### config.mk
export PLATFORM = sky130hd
export DESIGN_NAME = rsrq_top
export DESIGN_NICKNAME = d
export VERILOG_FILES = /design/src/rsrq_pkg.sv /design/src/rsrq_seq_delay.sv /design/src/rsrq_top.sv
export VERILOG_INCLUDE_DIRS = /design/src
export SDC_FILE = /design/constraint.sdc
export NUM_CORES = 1
export LEC_CHECK = 0
export ABC_AREA = 1
export BUFFER_PORTS_ARGS = -buffer_cell sky130_fd_sc_hd__buf_2
export CAP_MARGIN = 40
export CORE_ASPECT_RATIO = 1.1
export CORE_UTILIZATION = 41
export CTS_CLUSTER_SIZE = 28
export DETAILED_ROUTE_END_ITERATION = 8
export SETUP_SLACK_MARGIN = 0.1
export SKIP_LAST_GASP = 1
export SYNTH_ARGS = -nofsm -noshare
export SYNTH_HDL_FRONTEND = slang
export SYNTH_HIERARCHICAL = 1
export SYNTH_SLANG_ARGS = --single-unit
### constraint.sdc
create_clock -name i_ref_clk -period 2.6 [get_ports i_ref_clk]
set_input_delay 0.26 -clock i_ref_clk [delete_from_list [all_inputs] [get_ports i_ref_clk]]
set_output_delay 0.26 -clock i_ref_clk [all_outputs]
set_load 0.01 [all_outputs]
### src/rsrq_map.svh
// Constants of the regulator sequencer: times, counts, widths, slew table.
// Assumes a 250 MHz clock; included by its bare name.
`ifndef RSRQ_MAP_SVH
`define RSRQ_MAP_SVH
// ****************************************
// Timing
// ****************************************
`define RSRQ_CLK_NS 4
`define RSRQ_POR_NS 1200000
`define RSRQ_PG_NS 100000
`define RSRQ_SC_NS 1000000
`define RSRQ_STEP_NS 500000
`define RSRQ_CEIL(t) (((t) + `RSRQ_CLK_NS - 1) / `RSRQ_CLK_NS)
`define RSRQ_FLOOR(t) ((t) / `RSRQ_CLK_NS)
// ****************************************
// Counter widths
// ****************************************
`define RSRQ_POR_W 19
`define RSRQ_SC_W 18
`define RSRQ_PG_W 15
`define RSRQ_STEP_W 17
`define RSRQ_RAMP_W 12
// ****************************************
// Cycles per voltage code step less one, by slew code
// ****************************************
`define RSRQ_SLEW0 12'h07D
`define RSRQ_SLEW1 12'h0FA
`define RSRQ_SLEW2 12'h1F4
`define RSRQ_SLEW3 12'h3E8
`define RSRQ_SLEW4 12'h5DC
`define RSRQ_SLEW5 12'h7D0
`define RSRQ_SLEW6 12'hBB8
`define RSRQ_SLEW7 12'hFA0
`define RSRQ_DUAL_SLEW_MAX 3'h1
`define RSRQ_SEQ_NUM 6
`endif

### src/rsrq_pkg.sv
// Types of the regulator sequencer.
// Assumes rsrq_map.svh for nothing; types only.
package rsrq_pkg;
    typedef enum logic [1:0] {
        RST_RUN  = 2'b00,
        RST_HOLD = 2'b01,
        RST_POR  = 2'b10
    } rsrq_rst_type;

    typedef struct packed {
        logic       en;
        logic       pin;
        logic       fpwm;
        logic [7:0] vcode;
        logic [2:0] slew;
        logic [3:0] rise;
        logic [3:0] fall;
    } rsrq_buck_cfg_type;

    typedef struct packed {
        logic       en;
        logic       pin;
        logic [4:0] vcode;
        logic [3:0] rise;
        logic [3:0] fall;
    } rsrq_lin_cfg_type;

    typedef struct packed {
        logic       en;
        logic       pin;
        logic [3:0] rise;
        logic [3:0] fall;
    } rsrq_gpo_cfg_type;

    // Analog and pin inputs, all asynchronous
    typedef struct packed {
        logic       en_pin;
        logic       undervoltage_lockout;
        logic       heavy;
        logic [1:0] buck_ilim;
        logic [1:0] lin_ilim;
        logic [1:0] buck_low;
        logic [1:0] lin_low;
        logic [1:0] lin_pg;
    } rsrq_ain_type;

    typedef struct packed {
        logic [1:0] buck_ilim;
        logic [1:0] lin_ilim;
        logic [1:0] buck_sc;
        logic [1:0] lin_sc;
        logic       reset_event;
    } rsrq_flag_type;
endpackage

### src/rsrq_seq_delay.sv
// One enable channel: direct enable or delayed enable-pin following.
// Assumes a synchronised pin level and a one-cycle timebase tick.
`timescale 1ns/1ps
module rsrq_seq_delay
    import rsrq_pkg::*;
(
    input  wire logic       i_ref_clk,
    input  wire logic       i_reset,
    input  wire logic       i_clk_en,
    input  wire logic       i_run,
    input  wire logic       i_pin_lvl,
    input  wire logic       i_tick,
    input  wire logic       i_en,
    input  wire logic       i_pin,
    input  wire logic [3:0] i_rise,
    input  wire logic [3:0] i_fall,
    output logic            o_on
);
    typedef struct packed {
        logic       on;
        logic [3:0] cnt;
    } rsrq_seq_type;

    rsrq_seq_type q_ff;
    rsrq_seq_type nxt_q;
    logic [3:0]   code;

    always_comb begin
        nxt_q = q_ff;
        code  = i_pin_lvl ? i_rise : i_fall;
        if (!i_run) begin
            nxt_q = '0;
        end else if (!(i_en && i_pin)) begin
            nxt_q.on  = i_en;
            nxt_q.cnt = '0;
        end else if (i_pin_lvl == q_ff.on) begin
            nxt_q.cnt = '0;
        end else if (q_ff.cnt == code) begin
            nxt_q.on  = i_pin_lvl;
            nxt_q.cnt = '0;
        end else if (i_tick) begin
            nxt_q.cnt = q_ff.cnt + 4'h1;
        end
    end

    always_ff @(posedge i_ref_clk) begin
        if (i_reset) begin
            q_ff <= '0;
        end else if (i_clk_en) begin
            q_ff <= nxt_q;
        end
    end

    assign o_on = q_ff.on;

    chk_direct_no_delay: assert property (@(posedge i_ref_clk)
        disable iff (i_reset)
        (i_clk_en && i_run && !i_pin) |=> (o_on == $past(i_en)))
        else $error("direct enable was delayed");
endmodule // rsrq_seq_delay

### src/rsrq_top.sv
// Regulator sequencer: ramps, enable sequencing, resets and flags.
// Assumes config ports on this clock; analog inputs are asynchronous.
`timescale 1ns/1ps
`include "rsrq_map.svh"
module rsrq_top
    import rsrq_pkg::*;
#(
    parameter logic [`RSRQ_POR_W-1:0] POR_CYC =
        `RSRQ_POR_W'(`RSRQ_CEIL(`RSRQ_POR_NS)),
    parameter logic [`RSRQ_PG_W-1:0] PG_CYC =
        `RSRQ_PG_W'(`RSRQ_FLOOR(`RSRQ_PG_NS)),
    parameter logic [`RSRQ_SC_W-1:0] SC_CYC =
        `RSRQ_SC_W'(`RSRQ_CEIL(`RSRQ_SC_NS)),
    parameter logic [`RSRQ_STEP_W-1:0] STEP_CYC =
        `RSRQ_STEP_W'(`RSRQ_CEIL(`RSRQ_STEP_NS))
)(
    input  wire logic                    i_ref_clk,
    input  wire logic                    i_reset,
    input  wire logic                    i_clk_en,
    input  wire rsrq_ain_type            i_ain,
    input  wire rsrq_buck_cfg_type [1:0] i_buck_cfg,
    input  wire logic                    i_force_dual,
    input  wire rsrq_lin_cfg_type [1:0]  i_lin_cfg,
    input  wire rsrq_gpo_cfg_type [1:0]  i_gpo_cfg,
    input  wire logic                    i_software_reset_bit_wr,
    input  wire logic                    i_otp_reset_mask,
    input  wire rsrq_flag_type           i_flag_clr,
    output logic [1:0]                   o_buck_on,
    output logic [1:0][7:0]              o_buck_vcode,
    output logic [1:0]                   o_buck_ramping,
    output logic [1:0]                   o_buck_fpwm,
    output logic                         o_buck_dual,
    output logic [1:0]                   o_lin_on,
    output logic [1:0][4:0]              o_lin_vcode,
    output logic [1:0]                   o_lin_pg,
    output logic [1:0]                   o_gpo,
    output rsrq_flag_type                o_flags,
    output logic                         o_buck_grp,
    output logic                         o_lin_grp,
    output logic                         o_int_n,
    output logic                         o_regs_default,
    output logic                         o_ready
);
    localparam logic [`RSRQ_STEP_W-1:0] STEP_LAST =
        STEP_CYC - `RSRQ_STEP_W'(1);

    typedef struct packed {
        rsrq_ain_type                      s1;
        rsrq_ain_type                      s2;
        rsrq_rst_type                      rst;
        logic [`RSRQ_POR_W-1:0]            por_cnt;
        logic                              cause;
        logic                              otp_mask;
        logic [`RSRQ_STEP_W-1:0]           tick_cnt;
        logic                              tick;
        logic [1:0][`RSRQ_RAMP_W-1:0]      ramp_cnt;
        logic [1:0][`RSRQ_SC_W-1:0]        bsc_cnt;
        logic [1:0][`RSRQ_SC_W-1:0]        lsc_cnt;
        logic [1:0][`RSRQ_PG_W-1:0]        pg_cnt;
        logic [1:0]                        buck_on;
        logic [1:0][7:0]                   bv;
        logic [1:0]                        ramping;
        logic [1:0]                        fpwm;
        logic                              dual;
        logic [1:0]                        lin_on;
        logic [1:0][4:0]                   lv;
        logic [1:0]                        lpg;
        logic [1:0]                        general_output_a;
        rsrq_flag_type                     flags;
        logic                              buck_grp;
        logic                              lin_grp;
        logic                              int_n;
        logic                              regs_default;
        logic                              ready;
    } rsrq_state_type;

    rsrq_state_type                q_ff;
    rsrq_state_type                nxt_q;
    logic                          run_now;
    logic [`RSRQ_SEQ_NUM-1:0]      seq_en;
    logic [`RSRQ_SEQ_NUM-1:0]      seq_pin;
    logic [`RSRQ_SEQ_NUM-1:0][3:0] seq_rise;
    logic [`RSRQ_SEQ_NUM-1:0][3:0] seq_fall;
    logic [`RSRQ_SEQ_NUM-1:0]      seq_on;

    // Cycles between voltage code steps, less one, for a slew code
    function automatic logic [`RSRQ_RAMP_W-1:0] slew_period(
        input logic [2:0] code
    );
        logic [`RSRQ_RAMP_W-1:0] p;
        p = `RSRQ_SLEW0;
        unique case (code)
            3'h0: p = `RSRQ_SLEW0;
            3'h1: p = `RSRQ_SLEW1;
            3'h2: p = `RSRQ_SLEW2;
            3'h3: p = `RSRQ_SLEW3;
            3'h4: p = `RSRQ_SLEW4;
            3'h5: p = `RSRQ_SLEW5;
            3'h6: p = `RSRQ_SLEW6;
            3'h7: p = `RSRQ_SLEW7;
        endcase
        return p;
    endfunction

    // ****************************************
    // Enable channels: bucks, linregs, outputs
    // ****************************************
    assign seq_en   = {i_gpo_cfg[1].en, i_gpo_cfg[0].en,
                       i_lin_cfg[1].en, i_lin_cfg[0].en,
                       i_buck_cfg[1].en, i_buck_cfg[0].en};
    assign seq_pin  = {i_gpo_cfg[1].pin, i_gpo_cfg[0].pin,
                       i_lin_cfg[1].pin, i_lin_cfg[0].pin,
                       i_buck_cfg[1].pin, i_buck_cfg[0].pin};
    assign seq_rise = {i_gpo_cfg[1].rise, i_gpo_cfg[0].rise,
                       i_lin_cfg[1].rise, i_lin_cfg[0].rise,
                       i_buck_cfg[1].rise, i_buck_cfg[0].rise};
    assign seq_fall = {i_gpo_cfg[1].fall, i_gpo_cfg[0].fall,
                       i_lin_cfg[1].fall, i_lin_cfg[0].fall,
                       i_buck_cfg[1].fall, i_buck_cfg[0].fall};

    // Channel order: buck0, buck1, linreg0, linreg1, out a, out b
    for (genvar c = 0; c < `RSRQ_SEQ_NUM; c++) begin : g_seq
        rsrq_seq_delay u_seq (
            .i_ref_clk (i_ref_clk),
            .i_reset   (i_reset),
            .i_clk_en  (i_clk_en),
            .i_run     (run_now),
            .i_pin_lvl (q_ff.s2.en_pin),
            .i_tick    (q_ff.tick),
            .i_en      (seq_en[c]),
            .i_pin     (seq_pin[c]),
            .i_rise    (seq_rise[c]),
            .i_fall    (seq_fall[c]),
            .o_on      (seq_on[c])
        );
    end

    // ****************************************
    // Next state
    // ****************************************
    always_comb begin
        nxt_q    = q_ff;
        nxt_q.s1 = i_ain;
        nxt_q.s2 = q_ff.s1;
        run_now  = (q_ff.rst == RST_RUN) && !q_ff.s2.undervoltage_lockout
                   && !i_software_reset_bit_wr;

        // Reset sequence
        unique case (q_ff.rst)
            RST_RUN: begin
                if (q_ff.s2.undervoltage_lockout || i_software_reset_bit_wr) begin
                    nxt_q.rst   = RST_HOLD;
                    nxt_q.cause = 1'b1;
                end
            end
            RST_HOLD: begin
                if (!q_ff.s2.undervoltage_lockout) begin
                    nxt_q.rst     = RST_POR;
                    nxt_q.por_cnt = '0;
                end
            end
            RST_POR: begin
                if (q_ff.s2.undervoltage_lockout) begin
                    nxt_q.rst = RST_HOLD;
                end else if (q_ff.por_cnt == POR_CYC) begin
                    nxt_q.rst      = RST_RUN;
                    nxt_q.otp_mask = i_otp_reset_mask;
                end else begin
                    nxt_q.por_cnt = q_ff.por_cnt
                                    + `RSRQ_POR_W'(1);
                end
            end
            default: begin
                nxt_q.rst = RST_HOLD;
            end
        endcase

        // Delay timebase
        nxt_q.tick = (q_ff.tick_cnt == STEP_LAST);
        if (nxt_q.tick) begin
            nxt_q.tick_cnt = '0;
        end else begin
            nxt_q.tick_cnt = q_ff.tick_cnt + `RSRQ_STEP_W'(1);
        end

        // Flags: set wins over write-1 clear
        nxt_q.flags = q_ff.flags & ~i_flag_clr;
        nxt_q.flags.buck_ilim = nxt_q.flags.buck_ilim
                                | q_ff.s2.buck_ilim;
        nxt_q.flags.lin_ilim  = nxt_q.flags.lin_ilim
                                | q_ff.s2.lin_ilim;

        for (int b = 0; b < 2; b++) begin
            // Buck enable, ramp and short detection
            nxt_q.buck_on[b] = run_now && seq_on[b]
                               && !q_ff.flags.buck_sc[b];
            if (!q_ff.buck_on[b]) begin
                nxt_q.bv[b]       = i_buck_cfg[b].vcode;
                nxt_q.ramp_cnt[b] = '0;
            end else if (q_ff.bv[b] != i_buck_cfg[b].vcode) begin
                if (q_ff.ramp_cnt[b]
                    >= slew_period(i_buck_cfg[b].slew)) begin
                    nxt_q.ramp_cnt[b] = '0;
                    if (q_ff.bv[b] < i_buck_cfg[b].vcode) begin
                        nxt_q.bv[b] = q_ff.bv[b] + 8'h01;
                    end else begin
                        nxt_q.bv[b] = q_ff.bv[b] - 8'h01;
                    end
                end else begin
                    nxt_q.ramp_cnt[b] = q_ff.ramp_cnt[b]
                                        + `RSRQ_RAMP_W'(1);
                end
            end else begin
                nxt_q.ramp_cnt[b] = '0;
            end
            nxt_q.ramping[b] = nxt_q.buck_on[b]
                               && (nxt_q.bv[b] != i_buck_cfg[b].vcode);
            nxt_q.fpwm[b]    = nxt_q.ramping[b]
                               || i_buck_cfg[b].fpwm;

            if (q_ff.buck_on[b] && q_ff.s2.buck_low[b]) begin
                if (q_ff.bsc_cnt[b] == SC_CYC) begin
                    nxt_q.flags.buck_sc[b] = 1'b1;
                    nxt_q.bsc_cnt[b]       = '0;
                end else begin
                    nxt_q.bsc_cnt[b] = q_ff.bsc_cnt[b]
                                       + `RSRQ_SC_W'(1);
                end
            end else begin
                nxt_q.bsc_cnt[b] = '0;
            end

            // Linreg enable, short detection, power-good settling
            nxt_q.lin_on[b] = run_now && seq_on[b+2]
                              && !q_ff.flags.lin_sc[b];
            nxt_q.lv[b]     = i_lin_cfg[b].vcode;
            if (q_ff.lin_on[b] && q_ff.s2.lin_low[b]) begin
                if (q_ff.lsc_cnt[b] == SC_CYC) begin
                    nxt_q.flags.lin_sc[b] = 1'b1;
                    nxt_q.lsc_cnt[b]      = '0;
                end else begin
                    nxt_q.lsc_cnt[b] = q_ff.lsc_cnt[b]
                                       + `RSRQ_SC_W'(1);
                end
            end else begin
                nxt_q.lsc_cnt[b] = '0;
            end
            if (i_lin_cfg[b].vcode != q_ff.lv[b]) begin
                nxt_q.pg_cnt[b] = PG_CYC;
            end else if (q_ff.pg_cnt[b] != '0) begin
                nxt_q.pg_cnt[b] = q_ff.pg_cnt[b] - `RSRQ_PG_W'(1);
            end else begin
                nxt_q.lpg[b] = q_ff.lin_on[b] && q_ff.s2.lin_pg[b];
            end
            if (!q_ff.lin_on[b]) begin
                nxt_q.lpg[b] = 1'b0;
            end

            nxt_q.general_output_a[b] = run_now && seq_on[b+4];
        end

        // Phase selection for buck0
        if (nxt_q.ramping[0]) begin
            nxt_q.dual = i_force_dual
                         || (i_buck_cfg[0].slew
                             <= `RSRQ_DUAL_SLEW_MAX);
        end else begin
            nxt_q.dual = nxt_q.buck_on[0]
                         && (i_force_dual || q_ff.s2.heavy);
        end

        // Registers at defaults while in reset
        if (!run_now) begin
            nxt_q.flags    = '0;
            nxt_q.ramp_cnt = '0;
            nxt_q.bsc_cnt  = '0;
            nxt_q.lsc_cnt  = '0;
            nxt_q.pg_cnt   = '0;
            nxt_q.ramping  = '0;
            nxt_q.fpwm     = '0;
            nxt_q.dual     = 1'b0;
            nxt_q.lpg      = '0;
        end
        if (q_ff.rst == RST_POR && nxt_q.rst == RST_RUN) begin
            nxt_q.flags.reset_event = q_ff.cause
                                      && !nxt_q.otp_mask;
            nxt_q.cause = 1'b0;
        end

        nxt_q.buck_grp = |{nxt_q.flags.buck_ilim,
                           nxt_q.flags.buck_sc};
        nxt_q.lin_grp  = |{nxt_q.flags.lin_ilim,
                           nxt_q.flags.lin_sc};
        nxt_q.int_n    = !(|nxt_q.flags);
        nxt_q.regs_default = (nxt_q.rst != RST_RUN);
        nxt_q.ready        = (nxt_q.rst == RST_RUN);
    end

    always_ff @(posedge i_ref_clk) begin
        if (i_reset) begin
            q_ff       <= '0;
            q_ff.rst   <= RST_POR;
            q_ff.int_n <= 1'b1;
            q_ff.regs_default <= 1'b1;
        end else if (i_clk_en) begin
            q_ff <= nxt_q;
        end
    end

    // ****************************************
    // Outputs
    // ****************************************
    assign o_buck_on      = q_ff.buck_on;
    assign o_buck_vcode   = q_ff.bv;
    assign o_buck_ramping = q_ff.ramping;
    assign o_buck_fpwm    = q_ff.fpwm;
    assign o_buck_dual    = q_ff.dual;
    assign o_lin_on       = q_ff.lin_on;
    assign o_lin_vcode    = q_ff.lv;
    assign o_lin_pg       = q_ff.lpg;
    assign o_gpo          = q_ff.general_output_a;
    assign o_flags        = q_ff.flags;
    assign o_buck_grp     = q_ff.buck_grp;
    assign o_lin_grp      = q_ff.lin_grp;
    assign o_int_n        = q_ff.int_n;
    assign o_regs_default = q_ff.regs_default;
    assign o_ready        = q_ff.ready;

    // ****************************************
    // Checks
    // ****************************************
    chk_int_pin_flags: assert property (@(posedge i_ref_clk)
        disable iff (i_reset)
        o_int_n == !(|o_flags))
        else $error("interrupt pin disagrees with flags");

    chk_software_reset_bit_off: assert property (@(posedge i_ref_clk)
        disable iff (i_reset)
        (i_clk_en && i_software_reset_bit_wr) |=>
        (o_buck_on == 2'h0 && o_lin_on == 2'h0 && o_gpo == 2'h0
         && o_regs_default))
        else $error("software reset left outputs on");

    chk_undervoltage_lockout_off: assert property (@(posedge i_ref_clk)
        disable iff (i_reset)
        (i_clk_en && q_ff.s2.undervoltage_lockout) |=>
        (o_buck_on == 2'h0 && o_lin_on == 2'h0 && o_gpo == 2'h0
         && o_flags == '0))
        else $error("undervoltage left outputs on");

    chk_ilim_hold: assert property (@(posedge i_ref_clk)
        disable iff (i_reset)
        (i_clk_en && run_now && q_ff.s2.buck_ilim[0]) |=>
        o_flags.buck_ilim[0])
        else $error("overcurrent flag cleared while active");

    chk_fpwm_ramp: assert property (@(posedge i_ref_clk)
        disable iff (i_reset)
        (o_buck_ramping[0] |-> o_buck_fpwm[0])
        and (o_buck_ramping[1] |-> o_buck_fpwm[1]))
        else $error("ramp without fixed switching");

    chk_dual_forced: assert property (@(posedge i_ref_clk)
        disable iff (i_reset)
        (i_clk_en && i_force_dual && nxt_q.ramping[0]) |=> o_buck_dual)
        else $error("forced dual phase not used in ramp");

    chk_mode_settled: assert property (@(posedge i_ref_clk)
        disable iff (i_reset)
        (i_clk_en && run_now && !nxt_q.ramping[0]) |=>
        (o_buck_fpwm[0] == $past(i_buck_cfg[0].fpwm)))
        else $error("settled mode ignores fixed switching bit");

    chk_short_off: assert property (@(posedge i_ref_clk)
        disable iff (i_reset)
        (i_clk_en && o_flags.buck_sc[0]) |=> !o_buck_on[0])
        else $error("buck stays on after short");

    chk_reset_event: assert property (@(posedge i_ref_clk)
        disable iff (i_reset)
        (i_clk_en && q_ff.rst == RST_POR && nxt_q.rst == RST_RUN
         && q_ff.cause && !i_otp_reset_mask) |=>
        (o_flags.reset_event && !o_int_n))
        else $error("reset event not reported");
endmodule // rsrq_top

## Word-level counts from Yosys, hierarchy flattened

Memory sizes are Yosys's and may differ from the RTL's.
Index checks and enable logic that the tools add are counted.

| word-level totals | value |
|---|---|
| bits in registers | 276 |
| bits in read-only memories | 192 |
| input port bits | 122 |
| output and inout bits | 53 |
| word-level logic and storage cells | 332 |
| memories | 2 |

Memories:

| name | depth | bits a word | rd ports | clocked after memory_dff | write ports | RTL line | source |
|---|---|---|---|---|---|---|---|
| (no name shown) | 8 | 12 | 1 | 0 | 0 | rsrq_top.sv:92 | `unique case (code)` |
| (no name shown) | 8 | 12 | 1 | 0 | 0 | rsrq_top.sv:92 |  |

| cells by class | value |
|---|---|
| $add $sub $neg | 20 |
| $lt $le $gt $ge | 5 |
| equality and inequality tests | 53 |
| mux-type cells | 113 |
| bitwise gates (word level) | 4 |
| reduce and logical (&&, ||, !) cells | 71 |

Operators with widths:

| kind | count |
|---|---|
| $mux 18 | 8 |
| $mux 126 | 1 |
| $mux 12 | 10 |
| $mux 4 | 24 |
| $add 18x1->18 const B | 4 |
| $eq 18x18->1 const B | 4 |
| $mux 5 | 13 |
| $mux 8 | 8 |
| $mux 15 | 4 |
| $ne 3x3->1 const B | 18 |
| $mux 19 | 2 |
| $pmux 19 s2 | 1 |
| $mux 1 | 34 |
| $ne 8x8->1 | 4 |
| $ne 5x5->1 const B | 6 |
| $reduce_bool 15->1 | 2 |
| $sub 15x1->15 const B | 2 |
| $logic_and 1x1->1 | 29 |
| $reduce_and 3->1 | 9 |
| $add 12x1->12 const B | 2 |
| $add 4x1->4 const B | 6 |
| $eq 4x4->1 | 6 |
| $ge 12x12->1 | 2 |
| $mux 21 | 1 |
| other kinds (28) | 66 |

## Logic depth before layout (Yosys ltp)

Gate-level depths: netlist (run 1).

| logic depth | value |
|---|---|
| depth in word-level cells | 11 |
| depth in mapped cells | 28 |
| mapped depth without buffers | 28 |

## Hierarchy

The synthesis (run 1) kept the hierarchy.

By module, submodules not included:

| module | times used | cells each | area each (um2) | seq. area each (um2) |
|---|---|---|---|---|
| rsrq_top | 1 | 2114 | 14232.4 | 4904.7 |
| rsrq_seq_delay | 6 | 86 | 548.0 | 100.1 |

## Worst setup path after synthesis (run 1)

OpenSTA, ideal clock, no wires.

| timing path | value |
|---|---|
| kind | reg2reg |
| from | register q_ff, in the netlist o_buck_vcode[8] |
| to | register q_ff, in the netlist o_buck_fpwm[1] |
| arrival | 2.667 ns |
| data required time | 2.468 ns |
| slack | -0.199 ns |
| stages on the path, launching flop included | 28 |
| cells stage by stage | dfxtp_1 > inv_1 > ha_1 > inv_1 > nand2_1 > nand2_1 > nand2_1 > nand2_1 > nand2_1 > nand2_1 > inv_1 > fa_1 > inv_1 > nand3_1 > nand3_1 > xnor2_1 > nand3b_1 > nand3_1 > nand2_1 > nand2_1 > nand2_1 > nand2_1 > nor2_1 > nand2_1 > nand2_1 > nand2_1 > nand2_1 > a21oi_1 |

| on the way | value |
|---|---|
| word-level cells in the longest chain between the ends | 9 |

RTL lines:

| what | RTL line | source |
|---|---|---|
| start: declaration | rsrq_top.sv:77 | `rsrq_state_type q_ff;` |
| start signal: assignment | rsrq_top.sv:306 | `q_ff <= nxt_q;` |
| $sub 8x1->8, or another cell as far along | rsrq_top.sv:207 | `nxt_q.bv[b] = q_ff.bv[b] - 8'h01;` |
| $mux 8 | rsrq_top.sv:204 | `if (q_ff.bv[b] < i_buck_cfg[b].vcode) begin` |
| $mux 8 | rsrq_top.sv:201 | `if (q_ff.ramp_cnt[b]` |
| $mux 8 * | rsrq_top.sv:200 | `end else if (q_ff.bv[b] != i_buck_cfg[b].vcode) begin` |
| $mux 8 * | rsrq_top.sv:197 | `if (!q_ff.buck_on[b]) begin` |
| $ne 8x8->1 * | rsrq_top.sv:217 | `&& (nxt_q.bv[b] != i_buck_cfg[b].vcode);` |
| $logic_and 1x1->1 * | rsrq_top.sv:217 |  |
| $logic_or 1x1->1 * | rsrq_top.sv:219 | `\|\| i_buck_cfg[b].fpwm;` |
| $mux 5 * | rsrq_top.sv:273 | `if (!run_now) begin` |

Every way passes the cells marked *; elsewhere a longest branch is shown, timed or not.
A chain may end at the register's enable or synchronous reset.

## Final worst setup path (run 1)

| timing path | value |
|---|---|
| from | register q_ff, in the netlist o_buck_vcode[7] |
| to | register q_ff, in the netlist o_buck_fpwm[0] |

The elaborated chain is that of the path after synthesis.

==> results of run 1 <==
==> layer usage <==
layer	vias to the layer above	global-route usage, %
met2	375	38.41
li1	9109	-
met5	-	0
met3	79	2.459
met1	8164	28.20
met4	0	7.308
==> worst max-delay path, stage by stage (launching register included) <==
cell and delay [ns]:
dfxtp_2 0.34, ha_4 0.23, a21o_1 0.18, nor2_4 0.24, nand2_8 0.13, ha_4 0.24, nand2_2 0.06, nand2_2 0.05
buf_4 0.13, nand2_2 0.05, nand3_1 0.08, nand2_1 0.11, buf_4 0.11, nand3_2 0.09, nand4_1 0.12, nand2_1 0.07
nor2_2 0.12, nand4_1 0.13, nand2_1 0.12, nand2_1 0.05, nand2_1 0.05, a21oi_1 0.05
==> cells in the mapped netlist (all sizes together) (6+ instances only) <==
| cell type | number | share of area, % |
|---|---|---|
| nor3 | 93 | 3.1 |
| buf | 73 | 2.9 |
| nand3b | 12 | 0.51 |
| nor2 | 307 | 7.2 |
| nand3 | 210 | 6.6 |
| nand4 | 58 | 2.2 |
| nor3b | 8 | 0.34 |
| nand2 | 596 | 14 |
| xor2 | 29 | 1.4 |
| a211oi | 8 | 0.34 |
| ha | 75 | 5.4 |
| clkbuf | 45 | 0.96 |
| inv | 360 | 7.9 |
| a221oi | 6 | 0.30 |
| xnor2 | 28 | 1.7 |
| nor4 | 28 | 1.0 |
| a21oi | 207 | 6.0 |
| o21ai | 151 | 4.3 |
| o21bai | 9 | 0.39 |
| o21a | 6 | 0.26 |
| dfxtp | 275 | 31 |
| clkinv | 8 | 0.17 |
==> cell usage in the layout (no fill, tap or decap), types with 16 or more instances in the layout <==
master	n
ha_1	49
inv_1	305
clkbuf_16	32
buf_4	146
inv_2	46
buf_2	172
nand4_1	55
xor2_1	29
nand3_1	181
o21ai_0	124
nand2_4	22
nor2_4	16
nand2_2	68
dlygate4sd3_1	23
nor2_1	274
nor2_2	17
xnor2_1	22
nand3_2	21
ha_4	25
nand2_1	504
nor3_1	82
a21oi_1	193
dfxtp_1	260
nor4_1	26
o21ai_1	24
==> stage by stage <==
step / TNS, ns / utilization (%) / std cells / hold WS (ns)
CTS: -1.073 / 50.74 / 3483 / 0.008402
floorplan: -0.03489 / - / 2630 / 0.3949
global route: -2.714 / 51.72 / 3496 / 0.03092
global placement: -1.737 / 46.63 / 3383 / 0.4357
finish: -1.318 / 51.72 / 3496 / 0.02523
detailed placement: -2.214 / 46.63 / 3383 / 0.4472
==> flip-flops by register name (all words and copies together), names as in the netlist, 2 cells and up <==
signal and cells:
q_ff 179, g_seq.u_seq/q_ff 24, o_buck_vcode 16, nxt_q 13, o_lin_vcode 10, o_flags 9, g_seq.u_seq/o_on 6, o_buck_fpwm 2
o_buck_on 2, o_buck_ramping 2, o_gpo 2, o_lin_on 2, o_lin_pg 2
==> cells by family (layout without fill, tap and decap cells) <==
group,count (synthesis),count (layout),synth area share (%)
simple gates,1325,1327,35.32
buf+inv,486,780,11.93
compound gates,410,410,12.63
flops,275,275,31.42
fa+ha+maj,77,77,5.585
xor+xnor,57,57,3.106
other cells,0,3,0
==> layout make-up <==
class	instances	area (µm²)
Sequential cell	275	5529
Clock inverter	21	237.7
Inverter	368	1420
Antenna cell	3	7.507
Multi-Input combinational cell	1871	10700
Clock buffer	35	822.0
Tap cell	567	709.4
Timing Repair Buffer	356	2400
Fill cell	4178	20380
==> how the worst max path moves through the flow <==
stage	slack (ns)	from	to	cells after the start
CTS	-0.25	o_buck_vcode[7]	o_buck_fpwm[0]	21
finish	-0.30	o_buck_vcode[7]	o_buck_fpwm[0]	21
global route	-0.52	o_buck_vcode[3]	o_buck_fpwm[0]	25
global placement	-0.36	i_buck_cfg[13]	o_buck_fpwm[0]	27
detailed placement	-0.42	i_buck_cfg[12]	o_buck_dual	27
floorplan	-0.02	o_buck_vcode[3]	o_buck_fpwm[0]	23
==> power by group through the flow <==
stage                     sequential, mW  combinational [mW]  clock (mW)
after floorplan                     4.52                1.14           0
after CTS                           4.44                1.85        4.72
after global placement              4.53                1.65           0
after detailed placement            4.53                1.68           0
final                               4.45                1.97        4.58
after global routing                4.46                2.19        4.89
==> repair_timing <==
action / 4_1_cts / 5_1_grt
endpoints found under the hold margin: 23 / 0
hold buffers: 23 / 0
cloned: 2 / 0
pin swaps: 42 / 71
buffers inserted: 22 / 14
resized for setup: 55 / 89
endpoints found under the setup margin: 9 / 47
==> results_dict.tcl, run 1 <==
set metrics [dict create \
    dp_worst_setup_slack_ns -0.4154 \
    period_minus_slack_ns 2.900 \
    wl_met1_um 22230 \
    synth_edf_count 0 \
    avgRoutedWirePerCell_um 14.02 \
    grt_antenna_before_repair 3 \
    worstMarginPinSlew_ns 0.7642 \
    dieArea_mm2 0.04357 \
    htreeDepth 1 \
    slew_headroom_pct 49.06 \
    synth-async-reset-ratio_pct 0 \
    detail_route.drc_violations 0 \
    power_density_mw_per_mm2 503.9 \
    fin_total_pwr_mw 11.00 \
    hold_depth 2 \
    hp-start "i_reset" \
    clockBufferDepth 3 \
    clk_latency_ns 0.59 \
    hp-class "in -> reg" \
    ir_drop_v 0.0004870 \
    setup_ws_ns -0.3005 \
    syn-instance-count 2630 \
    rsz0062_at_grt "yes" \
    pwr-share-comb_pct 17.9 \
    hold_viol_final 0 \
    dieWidth_um 199.1 \
    chipHeight_um 218.8 \
    slew_viol_final 0 \
    avgViaCountPerCell 5.071 \
    synth_cell_types 58 \
    avgSynthCellArea_um2 6.662 \
    design_area_mm2 0.02183 \
    endpoint_kind "register" \
    vias 17727 \
    r2r_end "o_buck_fpwm[0]" \
    gr-total-overflow 0 \
    internal_power_mw 7.855 \
    reg2regPathDepth 21 \
    reg2reg_from "o_buck_vcode[7]" \
    drt_first_pass_iters 5 \
    area_growth_pct 24.59 \
    required_ns 3.04 \
    p_switching_mw 3.145 \
    finalCritPeriodShare_pct 111.6 \
    nets 3102 \
    wl_um 49020 \
    numCtsBuffers 31 \
    setup_viol 6 \
    synth_area_mm2 0.01752 \
    coreArea_mm2 0.04221 \
    crit_path_start_kind "register" \
    p_sw_share_pct 28.59 \
    p_leak_nw 9.462 \
    cts_sinks 275 \
    grt.total_usage_pct 22.09 \
    ys_ff_latch 275 \
    cts_tree "yes" \
    rrSetupSlack_ns -0.30 \
    yosysWarnings 6 \
    top_layer_used "met4" \
    synth_fp_nets 2829 \
    min_to "o_lin_on[1]" \
    core.rowCount 79 \
    path_max_fanout 5 \
    drtIter0Drc 851 \
    met2_wirelength_um 23230 \
    grt_max_degree 174 \
    antenna_left 0 \
    dp_hpwl_um 35680 \
    finalClockSkew_ns 0.03139 \
    start_util_pct 41.51 \
    seq_power_share_pct 40.4 \
    drive_above_1_share_pct 23.38 \
    wl_met3_um 2390 \
    arrival_ns 3.34 \
    synth-main-ff-cell "dfxtp_1" \
    clkPwrFrac_pct 41.7 \
    clkTransAtPathRegs_ns 0.07 \
    grt_pass1_wl_um 79280 \
    worstSetupPathType "reg -> reg" \
    violations "setup timing" \
    run_status "finished, violations left" \
    fmax_mhz 344.8 \
    yosysSeqAreaShare_pct 31.42 \
    grt_pass1_vias 16605 \
    drv_cap 0 \
    place_area_mm2 0.01968 \
    port_buffers 174 \
    io_pins 175 \
    place_congestion 0.8861 \
    root_buffer "clkbuf_16" \
]
(Power assumes the default switching activity.)
==> run 2: changes to the inputs <==
SKIP_CTS_REPAIR_TIMING = 1   (was unset)
==> results_dict.tcl, run 2 (synthesis results as in run 1) <==
set metrics [dict create \
    grt.total_usage_pct 21.65 \
    endpoint_kind "register" \
    grt_antenna_before_repair 3 \
    dpl.cell_count 3383 \
    arrival_ns 3.40 \
    vias 17634 \
    htreeDepth 1 \
    setup_ws_ns -0.3329 \
    dieArea_mm2 0.04357 \
    final_cells 3480 \
    wl_met3_um 2361 \
    fmax_mhz 341.0 \
    slew_headroom_pct 49.48 \
    nFillCells 4212 \
    drive_above_1_share_pct 22.65 \
    rsz0062_at_grt "yes" \
    ir_drop_v 0.0004895 \
    hold_viol_final 0 \
    final_util_pct 51.23 \
    power_density_mw_per_mm2 506.4 \
    largest_register_ffs 179 \
    hp-class "in -> reg" \
    drtIter0Drc 850 \
    ff_latch_area_mm2 0.005529 \
    port_buffers 174 \
    finalClockSkew_ns 0.03546 \
    drt_first_pass_iters 5 \
    numCtsBuffers 31 \
    setup_viol 6 \
    coreArea_mm2 0.04221 \
    worstMarginPinSlew_ns 0.7578 \
    violations "setup timing" \
    gr-total-overflow 0 \
    grt_pass1_vias 16221 \
    multi_input_area_mm2 0.01066 \
    io_pins 175 \
    chipHeight_um 218.8 \
    top_register "q_ff" \
    grt_pass1_wl_um 77690 \
    cts_tree "yes" \
    top_layer_used "met4" \
    layout_commonest_cell "nand2_1" \
    run_status "finished, violations left" \
    required_ns 3.06 \
    dieWidth_um 199.1 \
    avgRoutedWirePerCell_um 13.99 \
    path_max_fanout 5 \
    final_cell_mix "nand2_1, inv_1, nor2_1, dfxtp_1, a21oi_1" \
    area_growth_pct 23.42 \
    dp_hpwl_um 35680 \
    worstSetupPathType "reg -> reg" \
    core.rowCount 79 \
    finalCritPeriodShare_pct 112.8 \
    root_buffer "clkbuf_16" \
    p_leak_nw 9.356 \
    detail_route.drc_violations 0 \
    clkTransAtPathRegs_ns 0.07 \
    start_util_pct 41.51 \
    avgViaCountPerCell 5.067 \
    drv_cap 0 \
    grt_max_degree 174 \
    period_minus_slack_ns 2.933 \
    cts_sinks 275 \
    clockBufferDepth 3 \
    antenna_left 0 \
    wl_um 48670 \
    place_congestion 0.8861 \
    slew_viol_final 0 \
    wl_met1_um 22060 \
    nets 3085 \
    clk_latency_ns 0.59 \
    crit_path_start_kind "register" \
    met2_wirelength_um 23240 \
]
## run 2: where the power goes
group / switching, mW / leakage (nW) / internal [mW] / total, mW
clock: 1.91 / 0.516 / 2.68 / 4.58
sequential: 0.109 / 2.24 / 4.34 / 4.45
combinational: 1.11 / 6.60 / 0.805 / 1.92
## run 2: worst paths after layout
check	startpoint	slack, ns	endpoint	depth (start not counted)
max	o_buck_vcode[12]	-0.33	o_buck_fpwm[1]	23
min	i_flag_clr[8]	0.01	o_flags[8]	4
max reg2reg	o_buck_vcode[12]	-0.33	o_buck_fpwm[1]	23
min reg2reg	q_ff[77]	0.46	q_ff[77]	1
## run 2: critical path, cell delays in order, from the launching register on
cell and delay (ns):
dfxtp_1 0.32, ha_2 0.33, nand2_2 0.06, nor2_4 0.12, nand2_2 0.09, nand2_4 0.15
inv_4 0.05, fa_2 0.41, inv_2 0.09, nand3_2 0.08, nand3_2 0.07, xnor2_1 0.11
nand3b_1 0.12, nand3_1 0.10, nand2_2 0.11, nand2_1 0.06, nand2_1 0.08, nand2_2 0.06
nor2_1 0.09, nand2_1 0.07, nand2_2 0.08, nand2_2 0.05, nand2_1 0.06, a21oi_1 0.05
## run 2: final cells by class
| class | instances | area share [%] |
|---|---|---|
| Multi-Input combinational cell | 1871 | 49.30 |
| Timing Repair Buffer | 339 | 10.35 |
| Clock buffer | 35 | 3.802 |
| Tap cell | 567 | 3.281 |
| Inverter | 368 | 6.550 |
| Antenna cell | 4 | 0.04629 |
| Clock inverter | 21 | 1.099 |
| Sequential cell | 275 | 25.57 |
## run 2: per-stage QoR
step | area, µm² | power (mW) | setup TNS, ns | hold slack, ns | worst slack, ns
2_1_floorplan | 17750 | 5.659 | -0.03489 | 0.3949 | -0.01819
3_3_place_gp | 19680 | 6.182 | -1.737 | 0.4357 | -0.3593
3_5_place_dp | 19680 | 6.216 | -2.214 | 0.4472 | -0.4154
4_1_cts | 20740 | 10.85 | -1.553 | -0.1132 | -0.3316
5_1_grt | 21620 | 11.48 | -2.565 | 0.03094 | -0.5223
6_report | 21620 | 10.95 | -1.495 | 0.01287 | -0.3329
## run 2: routing by layer
| layer | vias to the layer above | GRT usage (%) |
|---|---|---|
| li1 | 9065 | - |
| met1 | 8116 | 27.85 |
| met2 | 384 | 37.89 |
| met3 | 69 | 2.351 |
| met4 | 0 | 6.154 |
| met5 | - | 0 |
